<file path="src/shared/clock_mode_pkg.sv">
package clock_mode_pkg;
    // Register byte offsets.
    localparam int          ADDR_W        = 8;
    localparam logic [7:0]  OFS_CLK_MODE  = 8'h00;
    localparam logic [7:0]  OFS_MODE2     = 8'h04;
    localparam logic [7:0]  OFS_IRQ_STAT  = 8'h08;
    localparam logic [7:0]  OFS_IRQ_MASK  = 8'h0C;
    localparam logic [7:0]  OFS_STATE     = 8'h10;

    // Clock-mode register layout.
    localparam int          SEL_BIT       = 0;
    localparam int          IDLE_EN_BIT   = 1;
    localparam int          HS_RDY_BIT    = 2;
    localparam int          LS_RDY_BIT    = 3;
    localparam int          DIV_LSB       = 5;
    localparam int          DIV_MSB       = 7;
    localparam logic [7:0]  CLK_MODE_RST  = 8'h03;
    localparam logic [7:0]  CLK_MODE_WMSK = 8'hE3;

    // Second mode register layout.
    localparam int          KEEP_BIT      = 7;
    localparam logic        KEEP_RST      = 1'b0;

    // Selection code is {source select, divider select}.
    localparam int          SEL_W         = 4;
    localparam int          SEL_HL        = 3;
    localparam logic [2:0]  DIV_FIRST_HS  = 3'h2;
    localparam logic [5:0]  DIV_FULL_MASK = 6'h3F;
    localparam int          DIV_CNT_W     = 6;

    // Switch delay in current clock periods, and slow ready delay in slow periods.
    localparam logic [2:0]  SWITCH_BASE   = 3'h4;
    localparam logic [1:0]  LS_READY_CNT  = 2'h2;

    // Interrupt status bits.
    localparam int          IRQ_W         = 4;
    localparam int          IRQ_WAKE      = 0;
    localparam int          IRQ_HALT      = 1;
    localparam int          IRQ_SWITCH    = 2;
    localparam int          IRQ_HS_READY  = 3;

    // AHB-Lite encodings.
    localparam logic        HRESP_OKAY    = 1'b0;

    typedef enum logic [2:0] {
        ST_RUN,
        ST_IDLE0,
        ST_IDLE1,
        ST_SLEEP0,
        ST_SLEEP1
    } power_state_e;
endpackage : clock_mode_pkg

</file>
<file path="src/shared/clk_switch_if.sv">
`timescale 1ns/100ps
`default_nettype none
interface clk_switch_if;
    logic start;
    logic cur_tick;
    logic tar_tick;
    logic busy;
    logic done;
    modport ctl   (output start, cur_tick, tar_tick, input busy, done);
    modport timer (input start, cur_tick, tar_tick, output busy, done);
endinterface : clk_switch_if
`default_nettype wire

</file>
<file path="src/verilog/clock_switch_timer.sv">
`timescale 1ns/100ps
`default_nettype none
module clock_switch_timer
    import clock_mode_pkg::*;
(
    // Clock and reset.
    input  wire logic   hclk,
    input  wire logic   hresetn,
    // Switch control.
    clk_switch_if.timer sw
);
    logic [2:0] cnt_reg;
    logic       busy_reg;
    logic       done_reg;

    // [RULE15] Switch delay count.
    always_ff @(posedge hclk or negedge hresetn) begin
        if (!hresetn) begin
            cnt_reg  <= 3'h0;
            busy_reg <= 1'b0;
        end else if (sw.start) begin
            cnt_reg  <= 3'h0;
            busy_reg <= 1'b1;
        end else if (busy_reg) begin
            if (cnt_reg != SWITCH_BASE) begin
                if (sw.cur_tick) begin
                    cnt_reg <= cnt_reg + 3'h1;
                end
            end else if (sw.tar_tick) begin
                busy_reg <= 1'b0;
            end
        end
    end

    always_ff @(posedge hclk or negedge hresetn) begin
        if (!hresetn) begin
            done_reg <= 1'b0;
        end else begin
            done_reg <= busy_reg && !sw.start && cnt_reg == SWITCH_BASE && sw.tar_tick;
        end
    end

    assign sw.busy = busy_reg;
    assign sw.done = done_reg;

    // [RULE15] Full base count.
    a_switch_base_count: assert property (@(posedge hclk) disable iff (!hresetn) // [RULE15]
        $rose(done_reg) |-> $past(cnt_reg) == SWITCH_BASE && !busy_reg)
        else $error("switch finished before base count");
endmodule : clock_switch_timer
`default_nettype wire

</file>
<file path="src/verilog/system_clock_power_mode_control.sv">
// Contract
// [RULE1] Source select one picks undivided fast clock.
// [RULE2] Divider codes: slow, or fast over 64..2.
// [RULE3] Normal mode: fast divided, slow and time-base on.
// [RULE4] Slow mode: slow clock, fast clock off.
// [RULE5] Switching to slow stops fast oscillator.
// [RULE6] Time-base clock comes from slow oscillator.
// [RULE7] Stop with idle disabled enters sleep.
// [RULE8] Sleep without watchdog stops everything.
// [RULE9] Sleep with watchdog keeps slow oscillator.
// [RULE10] Idle without keep: slow and time-base only.
// [RULE11] Idle with keep: system clock keeps running.
// [RULE12] Idle with keep: selected oscillator stays on.
// [RULE13] Slow ready low in deep sleep, 1-2 ticks.
// [RULE14] Fast ready clears at reset, sets when stable.
// [RULE15] Switch takes four current periods plus variable.
// [RULE16] Bit four of clock mode reads zero.
// [RULE17] Idle clock keep at bit seven.
// [RULE18] Software checks fast ready before fast use.
// [RULE19] Wake resumes with held clock selection.
`timescale 1ns/100ps
`default_nettype none
module system_clock_power_mode_control
    import clock_mode_pkg::*;
(
    // Clock and reset.
    input  wire logic              hclk,
    input  wire logic              hresetn,
    // AHB-Lite slave.
    input  wire logic              hsel,
    input  wire logic [31:0]       haddr,
    input  wire logic [1:0]        htrans,
    input  wire logic              hwrite,
    input  wire logic [2:0]        hsize,
    input  wire logic [31:0]       hwdata,
    input  wire logic              hready,
    output logic                   hreadyout,
    output logic                   hresp,
    output logic [31:0]            hrdata,
    // Oscillator pins.
    input  wire logic              fast_osc_clk,
    input  wire logic              fast_osc_stable,
    input  wire logic              slow_osc_clk,
    output logic                   fast_osc_enable,
    output logic                   slow_osc_enable,
    // CPU and watchdog.
    input  wire logic              halt_req,
    input  wire logic              wake_req,
    input  wire logic              watchdog_enable,
    // Clock enables and ticks.
    output logic                   cpu_clock_enable,
    output logic                   sys_clock_enable,
    output logic                   time_base_enable,
    output logic                   sys_tick,
    output logic                   cpu_tick,
    output logic                   time_base_tick,
    output logic [SEL_W-1:0]       sys_select,
    // Interrupt.
    output logic                   irq
);
    function automatic logic uses_fast(input logic [SEL_W-1:0] sel);
        return sel[SEL_HL] || sel[2:0] >= DIV_FIRST_HS;
    endfunction : uses_fast

    function automatic logic sel_tick(input logic [SEL_W-1:0] sel,
                                      input logic fe, input logic se,
                                      input logic [DIV_CNT_W-1:0] cnt);
        logic [DIV_CNT_W-1:0] mask;
        mask = DIV_FULL_MASK >> (sel[2:0] - DIV_FIRST_HS);
        if (sel[SEL_HL]) begin
            return fe;
        end else if (sel[2:0] < DIV_FIRST_HS) begin
            return se;
        end else begin
            return fe && ((cnt & mask) == mask);
        end
    endfunction : sel_tick

    logic [2:0]           fast_sync_reg;
    logic [2:0]           slow_sync_reg;
    logic [1:0]           stable_sync_reg;
    logic                 fast_edge;
    logic                 slow_edge;
    logic [DIV_CNT_W-1:0] div_cnt_reg;
    logic [7:0]           clk_mode_reg;
    logic                 keep_reg;
    logic [SEL_W-1:0]     pend_sel;
    logic [SEL_W-1:0]     active_sel_reg;
    power_state_e         state_reg;
    power_state_e         state_next;
    logic                 hs_ready_reg;
    logic                 ls_ready_reg;
    logic [1:0]           ls_cnt_reg;
    logic [IRQ_W-1:0]     irq_stat_reg;
    logic [IRQ_W-1:0]     irq_mask_reg;
    logic [IRQ_W-1:0]     irq_set;
    logic                 wr_pend_reg;
    logic [ADDR_W-1:0]    wr_addr_reg;
    logic                 addr_ok;
    logic                 mode_wr;
    logic [31:0]          rd_mux;
    logic                 run_next;
    logic                 sysen_next;
    clk_switch_if         sw ();

    // Pin synchronisers; the third stage only feeds edge detection.
    always_ff @(posedge hclk or negedge hresetn) begin
        if (!hresetn) begin
            fast_sync_reg   <= 3'h0;
            slow_sync_reg   <= 3'h0;
            stable_sync_reg <= 2'h0;
        end else begin
            fast_sync_reg   <= {fast_sync_reg[1:0], fast_osc_clk};
            slow_sync_reg   <= {slow_sync_reg[1:0], slow_osc_clk};
            stable_sync_reg <= {stable_sync_reg[0], fast_osc_stable};
        end
    end
    assign fast_edge = fast_sync_reg[1] && !fast_sync_reg[2];
    assign slow_edge = slow_sync_reg[1] && !slow_sync_reg[2];

    // [RULE2] Fast clock divider.
    always_ff @(posedge hclk or negedge hresetn) begin
        if (!hresetn) begin
            div_cnt_reg <= '0;
        end else if (fast_edge) begin
            div_cnt_reg <= div_cnt_reg + 6'h01;
        end
    end

    // AHB-Lite address phase capture.
    assign addr_ok = hsel && hready && htrans[1];
    always_ff @(posedge hclk or negedge hresetn) begin
        if (!hresetn) begin
            wr_pend_reg <= 1'b0;
            wr_addr_reg <= '0;
        end else begin
            wr_pend_reg <= addr_ok && hwrite;
            wr_addr_reg <= haddr[ADDR_W-1:0];
        end
    end
    assign hreadyout = 1'b1;
    assign hresp     = HRESP_OKAY;

    assign mode_wr  = wr_pend_reg && wr_addr_reg == OFS_CLK_MODE;
    assign pend_sel = {clk_mode_reg[SEL_BIT], clk_mode_reg[DIV_MSB:DIV_LSB]};

    // [RULE16] Only writable bits are stored.
    always_ff @(posedge hclk or negedge hresetn) begin
        if (!hresetn) begin
            clk_mode_reg <= CLK_MODE_RST & CLK_MODE_WMSK;
        end else if (mode_wr) begin
            clk_mode_reg <= hwdata[7:0] & CLK_MODE_WMSK;
        end
    end

    // [RULE17] Idle clock keep bit.
    always_ff @(posedge hclk or negedge hresetn) begin
        if (!hresetn) begin
            keep_reg <= KEEP_RST;
        end else if (wr_pend_reg && wr_addr_reg == OFS_MODE2) begin
            keep_reg <= hwdata[KEEP_BIT];
        end
    end

    // [RULE15] Start switch delay on a selection change.
    assign sw.start    = mode_wr &&
        {hwdata[SEL_BIT], hwdata[DIV_MSB:DIV_LSB]} != pend_sel;
    assign sw.cur_tick = sel_tick(active_sel_reg, fast_edge, slow_edge, div_cnt_reg);
    assign sw.tar_tick = sel_tick(pend_sel, fast_edge, slow_edge, div_cnt_reg);

    clock_switch_timer u_switch (
        .hclk    (hclk),
        .hresetn (hresetn),
        .sw      (sw.timer)
    );

    // [RULE19] Active selection only changes by a completed switch.
    always_ff @(posedge hclk or negedge hresetn) begin
        if (!hresetn) begin
            active_sel_reg <= {CLK_MODE_RST[SEL_BIT], CLK_MODE_RST[DIV_MSB:DIV_LSB]};
        end else if (sw.done) begin
            active_sel_reg <= pend_sel;
        end
    end

    // [RULE7] Stop instruction mode choice.
    always_comb begin
        state_next = state_reg;
        case (state_reg)
            ST_RUN: begin
                if (halt_req) begin
                    if (clk_mode_reg[IDLE_EN_BIT]) begin
                        state_next = keep_reg ? ST_IDLE1 : ST_IDLE0;
                    end else begin
                        state_next = watchdog_enable ? ST_SLEEP1 : ST_SLEEP0;
                    end
                end
            end
            ST_IDLE0, ST_IDLE1, ST_SLEEP0, ST_SLEEP1: begin
                if (wake_req) begin
                    state_next = ST_RUN;
                end
            end
            default: begin
                state_next = ST_RUN;
            end
        endcase
    end

    always_ff @(posedge hclk or negedge hresetn) begin
        if (!hresetn) begin
            state_reg <= ST_RUN;
        end else begin
            state_reg <= state_next;
        end
    end

    assign run_next   = state_next == ST_RUN;
    assign sysen_next = run_next || state_next == ST_IDLE1;

    // [RULE3] [RULE8] [RULE11] Enables per mode.
    always_ff @(posedge hclk or negedge hresetn) begin
        if (!hresetn) begin
            cpu_clock_enable <= 1'b1;
            sys_clock_enable <= 1'b1;
            slow_osc_enable  <= 1'b1;
            time_base_enable <= 1'b1;
            fast_osc_enable  <= 1'b1;
        end else begin
            cpu_clock_enable <= run_next;
            sys_clock_enable <= sysen_next;
            // [RULE9] Watchdog keeps slow oscillator.
            slow_osc_enable  <= state_next != ST_SLEEP0;
            // [RULE10] Time base runs in both idles.
            time_base_enable <= sysen_next || state_next == ST_IDLE0;
            // [RULE4] [RULE5] [RULE12] Fast oscillator by selection.
            fast_osc_enable  <= sysen_next &&
                (uses_fast(sw.done ? pend_sel : active_sel_reg) ||
                 uses_fast(mode_wr ? {hwdata[SEL_BIT], hwdata[DIV_MSB:DIV_LSB]} : pend_sel));
        end
    end

    // [RULE1] [RULE6] Gated clock ticks.
    always_ff @(posedge hclk or negedge hresetn) begin
        if (!hresetn) begin
            sys_tick       <= 1'b0;
            cpu_tick       <= 1'b0;
            time_base_tick <= 1'b0;
            sys_select     <= {CLK_MODE_RST[SEL_BIT], CLK_MODE_RST[DIV_MSB:DIV_LSB]};
        end else begin
            sys_tick       <= sys_clock_enable && sw.cur_tick;
            cpu_tick       <= cpu_clock_enable && sw.cur_tick;
            time_base_tick <= time_base_enable && slow_edge;
            sys_select     <= active_sel_reg;
        end
    end

    // [RULE14] Fast ready flag.
    always_ff @(posedge hclk or negedge hresetn) begin
        if (!hresetn) begin
            hs_ready_reg <= 1'b0;
        end else begin
            hs_ready_reg <= fast_osc_enable && stable_sync_reg[1];
        end
    end

    // [RULE13] Slow ready after two slow edges.
    always_ff @(posedge hclk or negedge hresetn) begin
        if (!hresetn) begin
            ls_cnt_reg   <= 2'h0;
            ls_ready_reg <= 1'b0;
        end else if (!slow_osc_enable) begin
            ls_cnt_reg   <= 2'h0;
            ls_ready_reg <= 1'b0;
        end else begin
            if (slow_edge && ls_cnt_reg != LS_READY_CNT) begin
                ls_cnt_reg <= ls_cnt_reg + 2'h1;
            end
            ls_ready_reg <= ls_cnt_reg == LS_READY_CNT;
        end
    end

    // Interrupt events; a set in the clear cycle wins.
    always_comb begin
        irq_set               = '0;
        irq_set[IRQ_WAKE]     = state_reg != ST_RUN && run_next;
        irq_set[IRQ_HALT]     = state_reg == ST_RUN && !run_next;
        irq_set[IRQ_SWITCH]   = sw.done;
        irq_set[IRQ_HS_READY] = fast_osc_enable && stable_sync_reg[1] && !hs_ready_reg;
    end

    always_ff @(posedge hclk or negedge hresetn) begin
        if (!hresetn) begin
            irq_stat_reg <= '0;
        end else if (wr_pend_reg && wr_addr_reg == OFS_IRQ_STAT) begin
            irq_stat_reg <= (irq_stat_reg & ~hwdata[IRQ_W-1:0]) | irq_set;
        end else begin
            irq_stat_reg <= irq_stat_reg | irq_set;
        end
    end

    always_ff @(posedge hclk or negedge hresetn) begin
        if (!hresetn) begin
            irq_mask_reg <= '0;
        end else if (wr_pend_reg && wr_addr_reg == OFS_IRQ_MASK) begin
            irq_mask_reg <= hwdata[IRQ_W-1:0];
        end
    end

    assign irq = |(irq_stat_reg & irq_mask_reg);

    // [RULE16] Read mux; unmapped reads are zero.
    always_comb begin
        rd_mux = '0;
        case (haddr[ADDR_W-1:0])
            OFS_CLK_MODE: begin
                rd_mux[7:0]         = clk_mode_reg;
                rd_mux[HS_RDY_BIT]  = hs_ready_reg;
                rd_mux[LS_RDY_BIT]  = ls_ready_reg;
            end
            OFS_MODE2: begin
                rd_mux[KEEP_BIT]    = keep_reg;
            end
            OFS_IRQ_STAT: begin
                rd_mux[IRQ_W-1:0]   = irq_stat_reg;
            end
            OFS_IRQ_MASK: begin
                rd_mux[IRQ_W-1:0]   = irq_mask_reg;
            end
            OFS_STATE: begin
                rd_mux[2:0]         = state_reg;
                rd_mux[3]           = sw.busy;
                rd_mux[7:4]         = active_sel_reg;
            end
            default: begin
                rd_mux = '0;
            end
        endcase
    end

    always_ff @(posedge hclk or negedge hresetn) begin
        if (!hresetn) begin
            hrdata <= '0;
        end else if (addr_ok && !hwrite) begin
            hrdata <= rd_mux;
        end
    end

    // [RULE1] Undivided fast selection.
    a_fast_sel_tick: assert property (@(posedge hclk) disable iff (!hresetn) // [RULE1]
        sys_clock_enable && active_sel_reg[SEL_HL] && fast_edge |=> sys_tick)
        else $error("fast selection missed a system tick");

    // [RULE2] Slow divider codes.
    a_slow_code_tick: assert property (@(posedge hclk) disable iff (!hresetn) // [RULE2]
        sys_clock_enable && !uses_fast(active_sel_reg) && !slow_edge |=> !sys_tick)
        else $error("slow selection ticked without slow edge");

    // [RULE3] Normal mode clocks.
    a_normal_clocks: assert property (@(posedge hclk) disable iff (!hresetn) // [RULE3]
        state_reg == ST_RUN && uses_fast(active_sel_reg)
        |-> fast_osc_enable && slow_osc_enable && time_base_enable)
        else $error("normal mode clock missing");

    // [RULE4] Slow mode keeps fast oscillator off.
    a_slow_fast_off: assert property (@(posedge hclk) disable iff (!hresetn) // [RULE4]
        state_reg == ST_RUN && !uses_fast(active_sel_reg) && !uses_fast(pend_sel)
        |-> !fast_osc_enable)
        else $error("fast oscillator on in slow mode");

    // [RULE7] Sleep entry.
    a_sleep_entry: assert property (@(posedge hclk) disable iff (!hresetn) // [RULE7]
        state_reg == ST_RUN && halt_req && !clk_mode_reg[IDLE_EN_BIT]
        |=> state_reg == ST_SLEEP0 || state_reg == ST_SLEEP1)
        else $error("stop without idle did not sleep");

    // [RULE8] Deep sleep stops all.
    a_sleep0_off: assert property (@(posedge hclk) disable iff (!hresetn) // [RULE8]
        state_reg == ST_SLEEP0 |-> !cpu_clock_enable && !sys_clock_enable
        && !slow_osc_enable && !time_base_enable && !fast_osc_enable)
        else $error("clock running in deep sleep");

    // [RULE9] Watchdog sleep.
    a_sleep1_wdt: assert property (@(posedge hclk) disable iff (!hresetn) // [RULE9]
        state_reg == ST_SLEEP1 |-> slow_osc_enable && !sys_clock_enable && !time_base_enable)
        else $error("watchdog sleep clocks wrong");

    // [RULE10] Idle without keep.
    a_idle0_clocks: assert property (@(posedge hclk) disable iff (!hresetn) // [RULE10]
        state_reg == ST_IDLE0 |-> !sys_clock_enable && slow_osc_enable && time_base_enable)
        else $error("idle without keep clocks wrong");

    // [RULE11] Idle with keep.
    a_idle1_clocks: assert property (@(posedge hclk) disable iff (!hresetn) // [RULE11]
        state_reg == ST_IDLE1 |-> sys_clock_enable && !cpu_clock_enable && slow_osc_enable)
        else $error("idle with keep clocks wrong");

    // [RULE12] Selected oscillator stays on.
    a_idle1_osc: assert property (@(posedge hclk) disable iff (!hresetn) // [RULE12]
        state_reg == ST_IDLE1 && uses_fast(active_sel_reg) |-> fast_osc_enable)
        else $error("selected oscillator off in idle");

    // [RULE13] Slow ready low in deep sleep.
    a_ls_ready_low: assert property (@(posedge hclk) disable iff (!hresetn) // [RULE13]
        state_reg == ST_SLEEP0 [*2] |-> !ls_ready_reg)
        else $error("slow ready high in deep sleep");

    // [RULE14] Fast ready needs running oscillator.
    a_hs_ready_src: assert property (@(posedge hclk) disable iff (!hresetn) // [RULE14]
        $rose(hs_ready_reg) |-> $past(fast_osc_enable) && $past(stable_sync_reg[1]))
        else $error("fast ready rose without stable oscillator");

    // [RULE19] Selection held over wake.
    a_wake_select: assert property (@(posedge hclk) disable iff (!hresetn) // [RULE19]
        state_reg != ST_RUN && !sw.done |=> active_sel_reg == $past(active_sel_reg))
        else $error("selection changed while stopped");

    a_irq_level: assert property (@(posedge hclk) disable iff (!hresetn)
        irq_set[IRQ_HALT] |=> irq_stat_reg[IRQ_HALT])
        else $error("halt event lost");
endmodule : system_clock_power_mode_control
`default_nettype wire

</file>
<file path="config.mk">
export PLATFORM = sky130hd
export DESIGN_NAME = system_clock_power_mode_control
export DESIGN_NICKNAME = d
export VERILOG_FILES = /design/src/shared/clock_mode_pkg.sv /design/src/shared/clk_switch_if.sv /design/src/verilog/clock_switch_timer.sv /design/src/verilog/system_clock_power_mode_control.sv
export SDC_FILE = /design/constraint.sdc
export NUM_CORES = 1
export LEC_CHECK = 0
export ABC_AREA = 1
export BUFFER_PORTS_ARGS = -buffer_cell sky130_fd_sc_hd__buf_2
export CORE_UTILIZATION = 40
export CTS_BUF_LIST = sky130_fd_sc_hd__clkbuf_4
export CTS_CLUSTER_DIAMETER = 30
export DETAILED_ROUTE_END_ITERATION = 10
export HOLD_SLACK_MARGIN = 0.12
export PLACE_DENSITY_LB_ADDON = 0.12
export SLEW_MARGIN = 5
export SYNTH_ARGS = -nofsm -noshare
export SYNTH_HDL_FRONTEND = slang
export SYNTH_HIERARCHICAL = 1
export SYNTH_SLANG_ARGS = --single-unit
</file>
<file path="constraint.sdc">
create_clock -name hclk -period 3.05 [get_ports hclk]
set_input_delay 0.305 -clock hclk [delete_from_list [all_inputs] [get_ports hclk]]
set_output_delay 0.305 -clock hclk [all_outputs]
set_load 0.05 [all_outputs]
</file>
# After elaboration in Yosys (flattened, before gate mapping)
# Index checks and enable logic that the tools add are counted.
dict set report op_classes {
  n_addsub 5
  magnitude_cmp 4
  eq_ne 22
  shifts 2
  n_mux 27
  n_bitwise 7
  n_reduce_logical 47
}
# op n
set ops {}
lappend ops {{$eq A8 B4 Y1 const B} 4}
lappend ops {{$logic_and A1 B1 Y1} 25}
lappend ops {{$mux W3} 8}
lappend ops {{$eq A8 B3 Y1 const B} 2}
lappend ops {{$logic_not A8 Y1} 2}
lappend ops {{$pmux W4 S4} 1}
lappend ops {{$and A6 B6 Y6} 2}
lappend ops {{$eq A6 B6 Y1} 2}
lappend ops {{$mux W4} 3}
lappend ops {{$pmux W3 S2} 2}
lappend ops {{$shr A6 B3 Y6 const A} 2}
lappend ops {{$eq A3 B2 Y1 const B} 3}
lappend ops {{$mux W1} 9}
lappend ops {{$and A4 B4 Y4} 2}
lappend ops {{$eq A8 B5 Y1 const B} 1}
lappend ops {{$or A4 B4 Y4} 2}
lappend ops {{$reduce_or A4 Y1} 2}
lappend ops {{$add A6 B1 Y6 const B} 1}
lappend ops {{$eq A3 B1 Y1 const B} 2}
lappend ops {{$eq A3 B3 Y1 const B} 2}
lappend ops {{$ge A3 B2 Y1 const B} 2}
lappend ops {{$logic_not A1 Y1} 6}
lappend ops {{$logic_not A3 Y1} 2}
lappend ops {{$lt A3 B2 Y1 const B} 2}
lappend ops {{16 further kinds} 25}
dict set report totals {
  ff_bits 73
  inputBits 80
  out_inout_bits 47
  word_cells 142
}

# Logic depth before layout (Yosys ltp)
# Gate-level depths: netlist (run 1).
dict set report depth {
  word_depth 11
  ltp_mapped 14
  mapped_depth_nobuf 14
}

# Cells and area by module
# Netlist (run 1), hierarchy kept.
# mod n_inst cells_per_inst area_each_um2 seq_area_each_um2
set by_module_without_submodules {}
lappend by_module_without_submodules {system_clock_power_mode_control 1 372 3348.2 1712.9}
lappend by_module_without_submodules {clock_switch_timer 1 39 281.5 125.1}

# Worst setup path before layout (run 1)
# Ideal clock, no wire load.
dict set report synth_timing {
  path_kind {register to register}
  from {reg wr_addr_reg[1]}
  to {reg u_switch.cnt_reg[0]}
  setup_ps 117
  arrival_time_ps 1515
  t_required_ps 2933
  path_slack_ps 1418
  path_stages_with_launch 11
  path_buffers 0
  synth_period_minus_slack_ps 1632
  path_cell_list {dfrtp_1 > nor2_4 > nand2_4 > nor2_8 > nand2_4 > a41oi_1 > inv_2 > nand2_1 > nand3_1 > nand2_1 > nand2_1}
}
dict set report synth_between {
  elab_chain_cells 5
  elab_cells_between_ends 8
  classes_between {mux (1); reduce/logical (7)}
}
# element line_no
set synth_rtl {}
lappend synth_rtl {{start, declared} system_clock_power_mode_control.sv:98} ;# logic [ADDR_W-1:0] wr_addr_reg;
lappend synth_rtl {{start signal, assigned} system_clock_power_mode_control.sv:138} ;# wr_addr_reg <= haddr[ADDR_W-1:0];
lappend synth_rtl {{$logic_not A8 Y1 (*)} system_clock_power_mode_control.sv:144} ;# assign mode_wr = wr_pend_reg && wr_addr_reg == OFS_CLK_MODE;
lappend synth_rtl {{$logic_and A1 B1 Y1 (*)} system_clock_power_mode_control.sv:144}
lappend synth_rtl {{$logic_and A1 B1 Y1 (*)} system_clock_power_mode_control.sv:166} ;# assign sw.start = mode_wr &&
lappend synth_rtl {{named net sw.start} clk_switch_if.sv:4} ;# logic start;
lappend synth_rtl {{$reduce_bool A2 Y1 (no line)} --}
lappend synth_rtl {{$reduce_and A3 Y1 (no line)} --}
lappend synth_rtl {{end signal, assigned} clock_switch_timer.sv:27} ;# cnt_reg <= cnt_reg + 3'h1;
lappend synth_rtl {{end, declared} clock_switch_timer.sv:12} ;# logic [2:0] cnt_reg;
# Mark *: on every way through the listed nets, which the timed path passes. The rest lies on a longest branch.
# A chain may end at the register's enable or synchronous reset.

# Worst setup path in the final report (run 1)
dict set report layout_timing {
  from {reg wr_addr_reg[7]}
  to {reg u_switch.cnt_reg[1]}
}
# Same word-level chain as after synthesis.

==> impl_metrics.csv, run 1 <==
group,metric,value,unit
floorplan,core,8760,sq um
grt,grt-busiest-layer,"met2",
clocking,tritoncts,"done",
critical_path,crit_fanout,8,
hold_path,hp-start,"hwdata[3]",
critical_path,cp-start-kind,"flop",
pwr,switchingPower,0.00119,W
critical_path,cp.required,3360,ps
grt,grt.overflow.total,0,
synthesis,synth_top_area_share,44.1,%
floorplan,initial_core_util,41.4,%
floorplan,io_pins,127,
synthesis,synth_cell_types,36,
layout,diodes,0,
grt,grt_pass1_wl,12400,um
layout,area_growth_syn_to_layout,16.2,%
timing,worstMarginPinSlew,733,ps
grt,antenna_found_initial,0,
layout,nets,569,
timing,layout_min_cycle_time,2020,ps
layout,design_area,4220,sq um
critical_path,end_kind,"flop",
critical_path,path_buf_inv,1,
timing,rsz0062_at_grt,"false",
critical_path,timing.rr.end,"u_switch/cnt_reg[1]",
critical_path,timing.critical_path.cells,"nor2_1 > nand2_2 > nor2_8 > nand2_4 > a41oi_1 > inv_2 > nand2_1 > nand3_1 > nand2_1 > nand2_1",
critical_path,crit_slowest_cell,"a41oi_1",
synthesis,syn_inst,411,
place,placed_cell_area,3910,sq um
clocking,cts_setup_buffers,0,
run_status,outcome,"completed",
synthesis,synth_seq_cells,73,
pwr,sw_frac_of_total,38.6,%
critical_path,rr_startpoint,"wr_addr_reg[7]",
floorplan,rows,34,
place,dp_hpwl,5420,um
drt,drtPass1Iterations,4,
synthesis,synth_edf_count,0,
timing,slew_violations,0,
pwr,power.internal,0.00190,W
place,io_buffers,47,
timing,relSlewSlack,51.1,%
pwr,comb_power_share,31.9,%
timing,tns,0,ps
clocking,cts_made_buffers,9,
clocking,cts.sinks,73,
clocking,clk_latency,410,ps
grt,use_met3,4.53,%
timing,final-setup-viol-count,0,
critical_path,critical_path_class,"flop to flop",
drt,wire_per_inst,12.4,um
critical_path,rr_worst_depth,10,
drt,drc,0,
floorplan,die-area,9460,sq um
critical_path,crit_family,"simple AND/OR/NAND/NOR gates",
grt,grt_use_total,16.6,%
hold_path,hold_path.class,"input pin to flop",
pwr,power_density,733,nW/um^2
pwr,sequentialPowerShare,43.7,%
layout,drive_above_1_share,23.5,%
pwr,peakVddDrop,0.486,mV
drt,ant_nets,0,
timing,skew,11.6,ps
critical_path,cp_data_arrival_time,2330,ps
timing,fmax,0.496,GHz
synthesis,yosysWarnings,6,
flow_run,drv_cap,0,
drt,avgViaCountPerCell,4.52,
timing,period_share,66.2,%
place,gp_congestion,0.827,
floorplan,die_width,97.3,um
grt,grt_pass1_vias,2567,
drt,drt-total-wl,7350,um
grt,grt_start_max_net_pins,34,
clocking,ctsResizeCount,0,
synthesis,avgSynthCellArea,8.83,sq um
pwr,p_clk_share,24.4,%
clocking,clockBufferDepth,2,
synthesis,ys.flop_type,"dfrtp_1",
hold_path,hold_depth,3,
critical_path,slowest_delay,540,ps
synthesis,seq_area_frac_synth,50.6,%
hold_path,hold_end,"irq_mask_reg[3]",
synthesis,synthTopCellsByArea,"dfrtp_1, nand2_1, dfstp_2",
clocking,cts.clk_slew.worst_paths,120,ps
drt,drt_iter0_markers,81,
grt,grtUsageMet2,26.5,%
clocking,hold_buffers,13,
timing,hold_violations,0,
clocking,cts-root-buf,"clkbuf_4",
synthesis,yosysTopAreaCell,"dfrtp_1",
grt,met1_usage,22.3,%
critical_path,cpMostUsedCell,"nand2_1",
synthesis,syn_area,3630,sq um
floorplan,die_h,97.3,um
synthesis,synthArstFlopShare,100,%
pwr,p_leak,2.29,nW
critical_path,timing.reg2reg.setup_slack,1030,ps
clocking,htree_levels,3,
drt,vias,2684,
-- logic make-up after synthesis --
family | share of synthesized area (%)
xor gates and xnor gates | 2.17
adders and majority gates | 2.76
buffers and inverters | 11.7
AOI/OAI and AO/OA | 5.93
DFF | 50.6
other | 0.207
and+or+nand+nor | 26.6
-- worst min-delay path, delay by kind of cell --
kind	cells	cell delay, ps
AO/OA/AOI/OAI	1	60
buffers and inverters	2	150
-- through the flow --
step | cells | utilization (%) | hold WS [ps] | power [W] | setup slack, ps
floorplan | 435 | - | 9.41 | 0.00212 | 1420
global placement | 565 | 44.6 | 331 | 0.00233 | 1100
detailed placement | 565 | 44.6 | 335 | 0.00235 | 1020
CTS | 594 | 48.1 | 129 | 0.00313 | 1020
global route | 594 | 48.1 | 143 | 0.00330 | 847
finish | 594 | 48.1 | 153 | 0.00309 | 1030
-- metal layers --
metal,vias up,wire (um)
met5,-,0
met2,72,3350
met4,0,81
li1,1378,-
met3,7,402
met1,1227,3520
-- cell usage in the layout (no fill, tap or decap), drive strengths merged, types with 3 or more instances in the layout --
cell / count
dfrtp: 64
nor3: 6
clkbuf: 10
bufinv: 3
nand2: 113
nand3b: 3
xor2: 5
nor2: 29
conb: 26
nand3: 38
buf: 49
inv: 60
dlygate4sd3: 13
o21ai: 25
ha: 8
xnor2: 4
dfstp: 9
a21oi: 7
-- how the worst max path moves through the flow --
stage,startpoint,end,slack [ps],cells after the start
floorplan,wr_addr_reg[1],u_switch/cnt_reg[0],1420,10
global placement,wr_addr_reg[1],u_switch/cnt_reg[1],1100,10
detailed placement,wr_addr_reg[7],u_switch/cnt_reg[1],1020,10
CTS,wr_addr_reg[7],u_switch/cnt_reg[1],1020,10
global route,active_sel_reg[1],u_switch/cnt_reg[1],850,12
finish,wr_addr_reg[7],u_switch/cnt_reg[1],1030,10
-- area by class of cell --
cell class | count | area [sq um]
clock buffer | 10 | 75.1
clock inverter | 6 | 106
fill | 847 | 4550
inverter | 60 | 225
multi-input combinational | 275 | 1460
sequential | 73 | 1840
tap | 108 | 135
timing repair buffer | 62 | 380
-- power by group through the flow --
| stage | combinational, W | clock [W] | sequential (W) |
|---|---|---|---|
| after floorplan | 0.000565 | 0 | 0.00156 |
| after global placement | 0.000958 | 0 | 0.00137 |
| after detailed placement | 0.000980 | 0 | 0.00137 |
| after CTS | 0.000997 | 0.000779 | 0.00135 |
| after global routing | 0.00110 | 0.000813 | 0.00138 |
| final | 0.000986 | 0.000753 | 0.00135 |
-- synth_stat cells (2+ instances only) --
cell type	number
nor2_4	6
dfrtp_1	64
nor2_1	18
o21ai_0	4
inv_1	47
or2_1	2
nand3b_1	3
nor3_2	3
ha_1	8
nand2_4	3
nand3_1	33
nor3_1	2
a21oi_1	7
nand3_2	5
o21ai_1	20
nand2_1	108
dfstp_2	9
nor2_2	4
xnor2_1	4
buf_4	26
conb_1	2
xor2_1	5
inv_2	13
nand2_2	2
o21bai_1	2
Note: power is estimated with default switching activity, not from simulation.
==> inputs of run 2 (changes only) <==
clock period = 1.85 ns   (was 3.05 ns; I/O delays follow)
==> impl_metrics.csv, run 2 (synthesis gave the netlist of run 1 again) <==
group,metric,value,unit
timing,fmax,0.602,GHz
timing,layout_min_cycle_time,1660,ps
critical_path,slowest_delay,420,ps
hold_path,hold_path.class,"input pin to flop",
layout,final-seq-area,1840,sq um
timing,worstMarginPinSlew,545,ps
pwr,power_density,1160,nW/um^2
critical_path,timing.reg2reg.setup_slack,190,ps
pwr,finalPower,0.00506,W
floorplan,die_h,97.3,um
clocking,cts.clk_slew.worst_paths,120,ps
timing,fin_hold_ws,176,ps
floorplan,rows,34,
clocking,cts.sinks,73,
clocking,cts-root-buf,"clkbuf_4",
floorplan,initial_core_util,41.4,%
critical_path,rr_worst_depth,13,
run_status,outcome,"completed",
critical_path,crit_cells,13,
critical_path,end_kind,"flop",
critical_path,cp_data_arrival_time,1980,ps
critical_path,cpMostUsedCell,"nand2_1",
timing,rsz0062_at_grt,"false",
timing,final-setup-viol-count,0,
drt,wire_per_inst,12.3,um
grt,grt.overflow.total,0,
place,dp_hpwl,5400,um
layout,nets,584,
layout,multiInputGateArea,1480,sq um
layout,nFillCells,818,
clocking,clk_latency,420,ps
place,dp_slack,140,ps
layout,area_growth_syn_to_layout,19.9,%
drt,drt-total-wl,7500,um
drt,drt_iter0_markers,73,
floorplan,core,8760,sq um
grt,grt_start_max_net_pins,44,
timing,period_share,89.8,%
clocking,htree_levels,3,
grt,grt_pass1_vias,2747,
place,io_buffers,47,
timing,tns,0,ps
timing,fin_ws,189,ps
clocking,clockBufferDepth,2,
pwr,p_leak,2.35,nW
pwr,peakVddDrop,0.839,mV
layout,drive_above_1_share,24.8,%
critical_path,cp-start-kind,"flop",
critical_path,crit_fanout,3,
critical_path,timing.critical_path.cells,"inv_1 > ha_1 > o21bai_1 > nand2_1 > nand2_1 > nand2_1 > nand2_2 > nand2_2 > inv_1 > nand2_1 > nand3_2 > nand2_1 > nand2_1",
layout,postLayoutCoreUtil,49.7,%
hold_path,hold_depth,4,
layout,final_cell_mix,"nand2_1, dfrtp_1, inv_1, buf_2, nand3_1",
layout,layout_commonest_cell,"nand2_1",
floorplan,die_width,97.3,um
drt,drtPass1Iterations,4,
place,gp_congestion,0.809,
grt,grt_pass1_wl,12700,um
drt,avgViaCountPerCell,4.63,
drt,ant_nets,0,
floorplan,io_pins,127,
critical_path,path_buf_inv,2,
grt,antenna_found_initial,0,
drt,drc,0,
critical_path,crit_slowest_cell,"dfrtp_1",
critical_path,cp.required,2170,ps
layout,diodes,0,
timing,hold_violations,0,
critical_path,crit_family,"simple AND/OR/NAND/NOR gates",
grt,grt_use_total,17.0,%
timing,slew_violations,0,
clocking,cts_made_buffers,9,
drt,vias,2821,
clocking,tritoncts,"done",
critical_path,critical_path_class,"flop to flop",
timing,skew,13.5,ps
timing,relSlewSlack,63.6,%
flow_run,drv_cap,0,
floorplan,die-area,9460,sq um
[run 2: cell types whose count changed in the layout (fill, tap and decap cells not counted), sizes merged]
cell,before,now
clkinvlp,1,2
bufinv,3,2
dlygate4sd3,13,23
buf,49,54
[run 2: through the flow]
| step | cell area [sq um] | cells |
|---|---|---|
| 2_1_floorplan | 3720 | 435 |
| 3_3_place_gp | 3940 | 570 |
| 3_5_place_dp | 3940 | 570 |
| 4_1_cts | 4330 | 609 |
| 5_1_grt | 4350 | 609 |
| 6_report | 4350 | 609 |
[run 2: report_power, final]
part | internal (W) | total, W | switching (W)
clock network | 0.000556 | 0.00112 | 0.000566
registers | 0.00197 | 0.00222 | 0.000254
logic | 0.000531 | 0.00171 | 0.00118
[run 2: cell type report]
class	count	area share [%]
sequential	73	42.2
multi-input combinational	275	33.9
timing repair buffer	77	11.9
inverter	60	5.18
tap	108	3.11
clock inverter	6	1.93
clock buffer	10	1.73
[run 2: per-layer routing]
| metal | vias to the layer above | GRT usage (%) | wire [um] |
|---|---|---|---|
| li1 | 1411 | - | - |
| met1 | 1331 | 22.2 | 3580 |
| met2 | 72 | 27.8 | 3480 |
| met3 | 7 | 5.11 | 355 |
| met4 | 0 | 4.07 | 79 |
| met5 | - | 0 | 0 |
[run 2: worst min-delay path, stage by stage]
cell,delay [ps]
buf_2,120
nand2_1,60
nand3_1,90
nand2_1,100
[run 2: final timing paths]
path                                        to               from
setup / recovery           u_switch/cnt_reg[2]  active_sel_reg[2]
hold / removal                    state_reg[0]           halt_req
setup reg to reg           u_switch/cnt_reg[2]  active_sel_reg[2]
hold reg to reg               fast_sync_reg[1]   fast_sync_reg[0]
max in group asynchronous    active_sel_reg[3]            hresetn
min in group asynchronous         hs_ready_reg            hresetn
[run 2: what timing repair did]
action	in CTS	in global routing
gates resized for setup	0	5
endpoints found under the setup margin	0	3
hold buffers	23	0
setup buffers	0	0
hold endpoints to repair	100	0
==> inputs of run 3 (changes only) <==
CAP_MARGIN = 20   (was default)
CELL_PAD_IN_SITES_DETAIL_PLACEMENT = 0   (was default)
CELL_PAD_IN_SITES_GLOBAL_PLACEMENT = 1   (was default)
CORE_UTILIZATION = 34   (was 40)
REMOVE_ABC_BUFFERS = 1   (was default)
==> impl_metrics.csv, run 3 (synthesis gave the netlist of run 1 again) <==
group,metric,value,unit
critical_path,crit_fanout,8,
timing,period_share,92.9,%
grt,grt_use_total,15.4,%
layout,final_cell_mix,"nand2_1, dfrtp_1, buf_2, inv_1, nand3_1",
critical_path,cp-start-kind,"flop",
floorplan,rows,37,
drt,ant_nets,0,
pwr,peakVddDrop,0.724,mV
drt,drtPass1Iterations,5,
clocking,cts-root-buf,"clkbuf_4",
clocking,cts_made_buffers,9,
drt,vias,2791,
timing,relSlewSlack,66.5,%
place,dp_hpwl,5820,um
timing,hold_violations,0,
timing,slew_violations,0,
critical_path,rr_worst_depth,11,
clocking,clk_latency,430,ps
critical_path,rr_startpoint,"wr_addr_reg[7]",
critical_path,end_kind,"flop",
floorplan,die-area,11100,sq um
layout,design_area,4500,sq um
layout,fin_cells,644,
flow_run,drv_cap,0,
grt,grt_start_max_net_pins,38,
hold_path,hold_end,"state_reg[2]",
floorplan,core,10300,sq um
hold_path,hold_depth,5,
floorplan,die_h,105,um
drt,avgViaCountPerCell,4.33,
hold_path,hold_path.class,"input pin to flop",
clocking,clockBufferDepth,2,
layout,drive_above_1_share,26.8,%
run_status,outcome,"completed",
clocking,cts.sinks,73,
floorplan,die_width,105,um
place,dp.cells,598,
grt,grt_pass1_vias,2657,
layout,diodes,0,
drt,drt_iter0_markers,96,
grt,grt.overflow.total,0,
critical_path,cp.required,2180,ps
layout,layout_commonest_cell,"nand2_1",
timing,fmax,0.582,GHz
layout,area_growth_syn_to_layout,23.9,%
grt,antenna_found_initial,0,
place,gp_congestion,0.815,
timing,fin_hold_ws,164,ps
clocking,htree_levels,3,
floorplan,initial_core_util,35.2,%
critical_path,cp_data_arrival_time,2050,ps
layout,nets,591,
layout,postLayoutCoreUtil,43.6,%
place,io_buffers,47,
hold_path,hp-start,"watchdog_enable",
layout,nFillCells,1055,
place,placed_cell_area,3990,sq um
pwr,power_density,1170,nW/um^2
pwr,p_leak,2.41,nW
grt,grt_pass1_wl,13000,um
timing,rsz0062_at_grt,"true",
critical_path,timing.rr.end,"u_switch/cnt_reg[1]",
clocking,tritoncts,"done",
floorplan,io_pins,127,
timing,layout_min_cycle_time,1720,ps
timing,worstMarginPinSlew,502,ps
timing,final-setup-viol-count,0,
clocking,cts.clk_slew.worst_paths,120,ps
drt,drt-total-wl,7820,um
timing,skew,12.4,ps
drt,drc,0,
critical_path,critical_path_class,"flop to flop",
critical_path,timing.reg2reg.setup_slack,130,ps
drt,wire_per_inst,12.1,um
[run 3: how the worst max path moves through the flow]
stage / slack, ps / endpoint / startpoint / depth (start not counted)
2_1_floorplan: 220 / u_switch/cnt_reg[0] / wr_addr_reg[1] / 10
3_3_place_gp: 60 / u_switch/cnt_reg[1] / wr_addr_reg[7] / 11
3_5_place_dp: 10 / u_switch/cnt_reg[0] / wr_addr_reg[1] / 11
4_1_cts: 50 / u_switch/cnt_reg[2] / wr_addr_reg[7] / 11
5_1_grt: -40 / u_switch/cnt_reg[2] / active_sel_reg[2] / 12
6_report: 130 / u_switch/cnt_reg[1] / wr_addr_reg[7] / 11
[run 3: layout make-up]
cell class | instances | area [sq um] | share of cell area, %
repair buffers | 84 | 589 | 13.1
well taps | 136 | 170 | 3.78
inverters | 60 | 225 | 5.01
flip-flops and latches | 73 | 1840 | 40.9
clock buffers | 10 | 75.1 | 1.67
multi-input cells | 275 | 1490 | 33.2
clock inverters | 6 | 106 | 2.37
[run 3: worst max-delay path: stages (launching register included)]
cell	delay, ps
dfrtp_1	390
nor2_2	120
nand2_2	100
nor2_8	160
nand2_4	100
a41oi_2	210
buf_6	150
inv_2	50
nand2_1	110
nand3_4	100
nand2_1	70
nand2_1	50
[run 3: per-stage QoR]
stage                     TNS, ps  power (W)  setup WS, ps
final                           0    0.00526           131
after detailed placement        0    0.00393          10.2
after floorplan                 0    0.00346           218
after CTS                       0    0.00527          54.1
after global placement          0    0.00390          56.8
after global routing        -60.4    0.00563         -39.5
[run 3: where the power goes]
part | internal (W) | leakage (nW) | total [W] | switching (W)
sequential | 0.00197 | 0.873 | 0.00222 | 0.000255
combinational | 0.000562 | 1.44 | 0.00177 | 0.00121
clock | 0.000693 | 0.0940 | 0.00127 | 0.000573
[run 3: what timing repair did]
action / CTS / global route
endpoints found under the hold margin: 91 / 0
buffers inserted: 0 / 7
resized for setup: 1 / 11
pin swaps: 0 / 10
cloned: 0 / 0
hold buffers: 23 / 0
setup endpoints to repair: 3 / 3
[run 3: metal layers]
layer | track usage (%) | up-vias | part of all wire (%)
met5 | 0 | - | 0
met4 | 8.45 | 0 | 2.3
met3 | 2.84 | 12 | 4.8
met2 | 23.2 | 74 | 45
met1 | 20.9 | 1285 | 48
li1 | - | 1420 | -
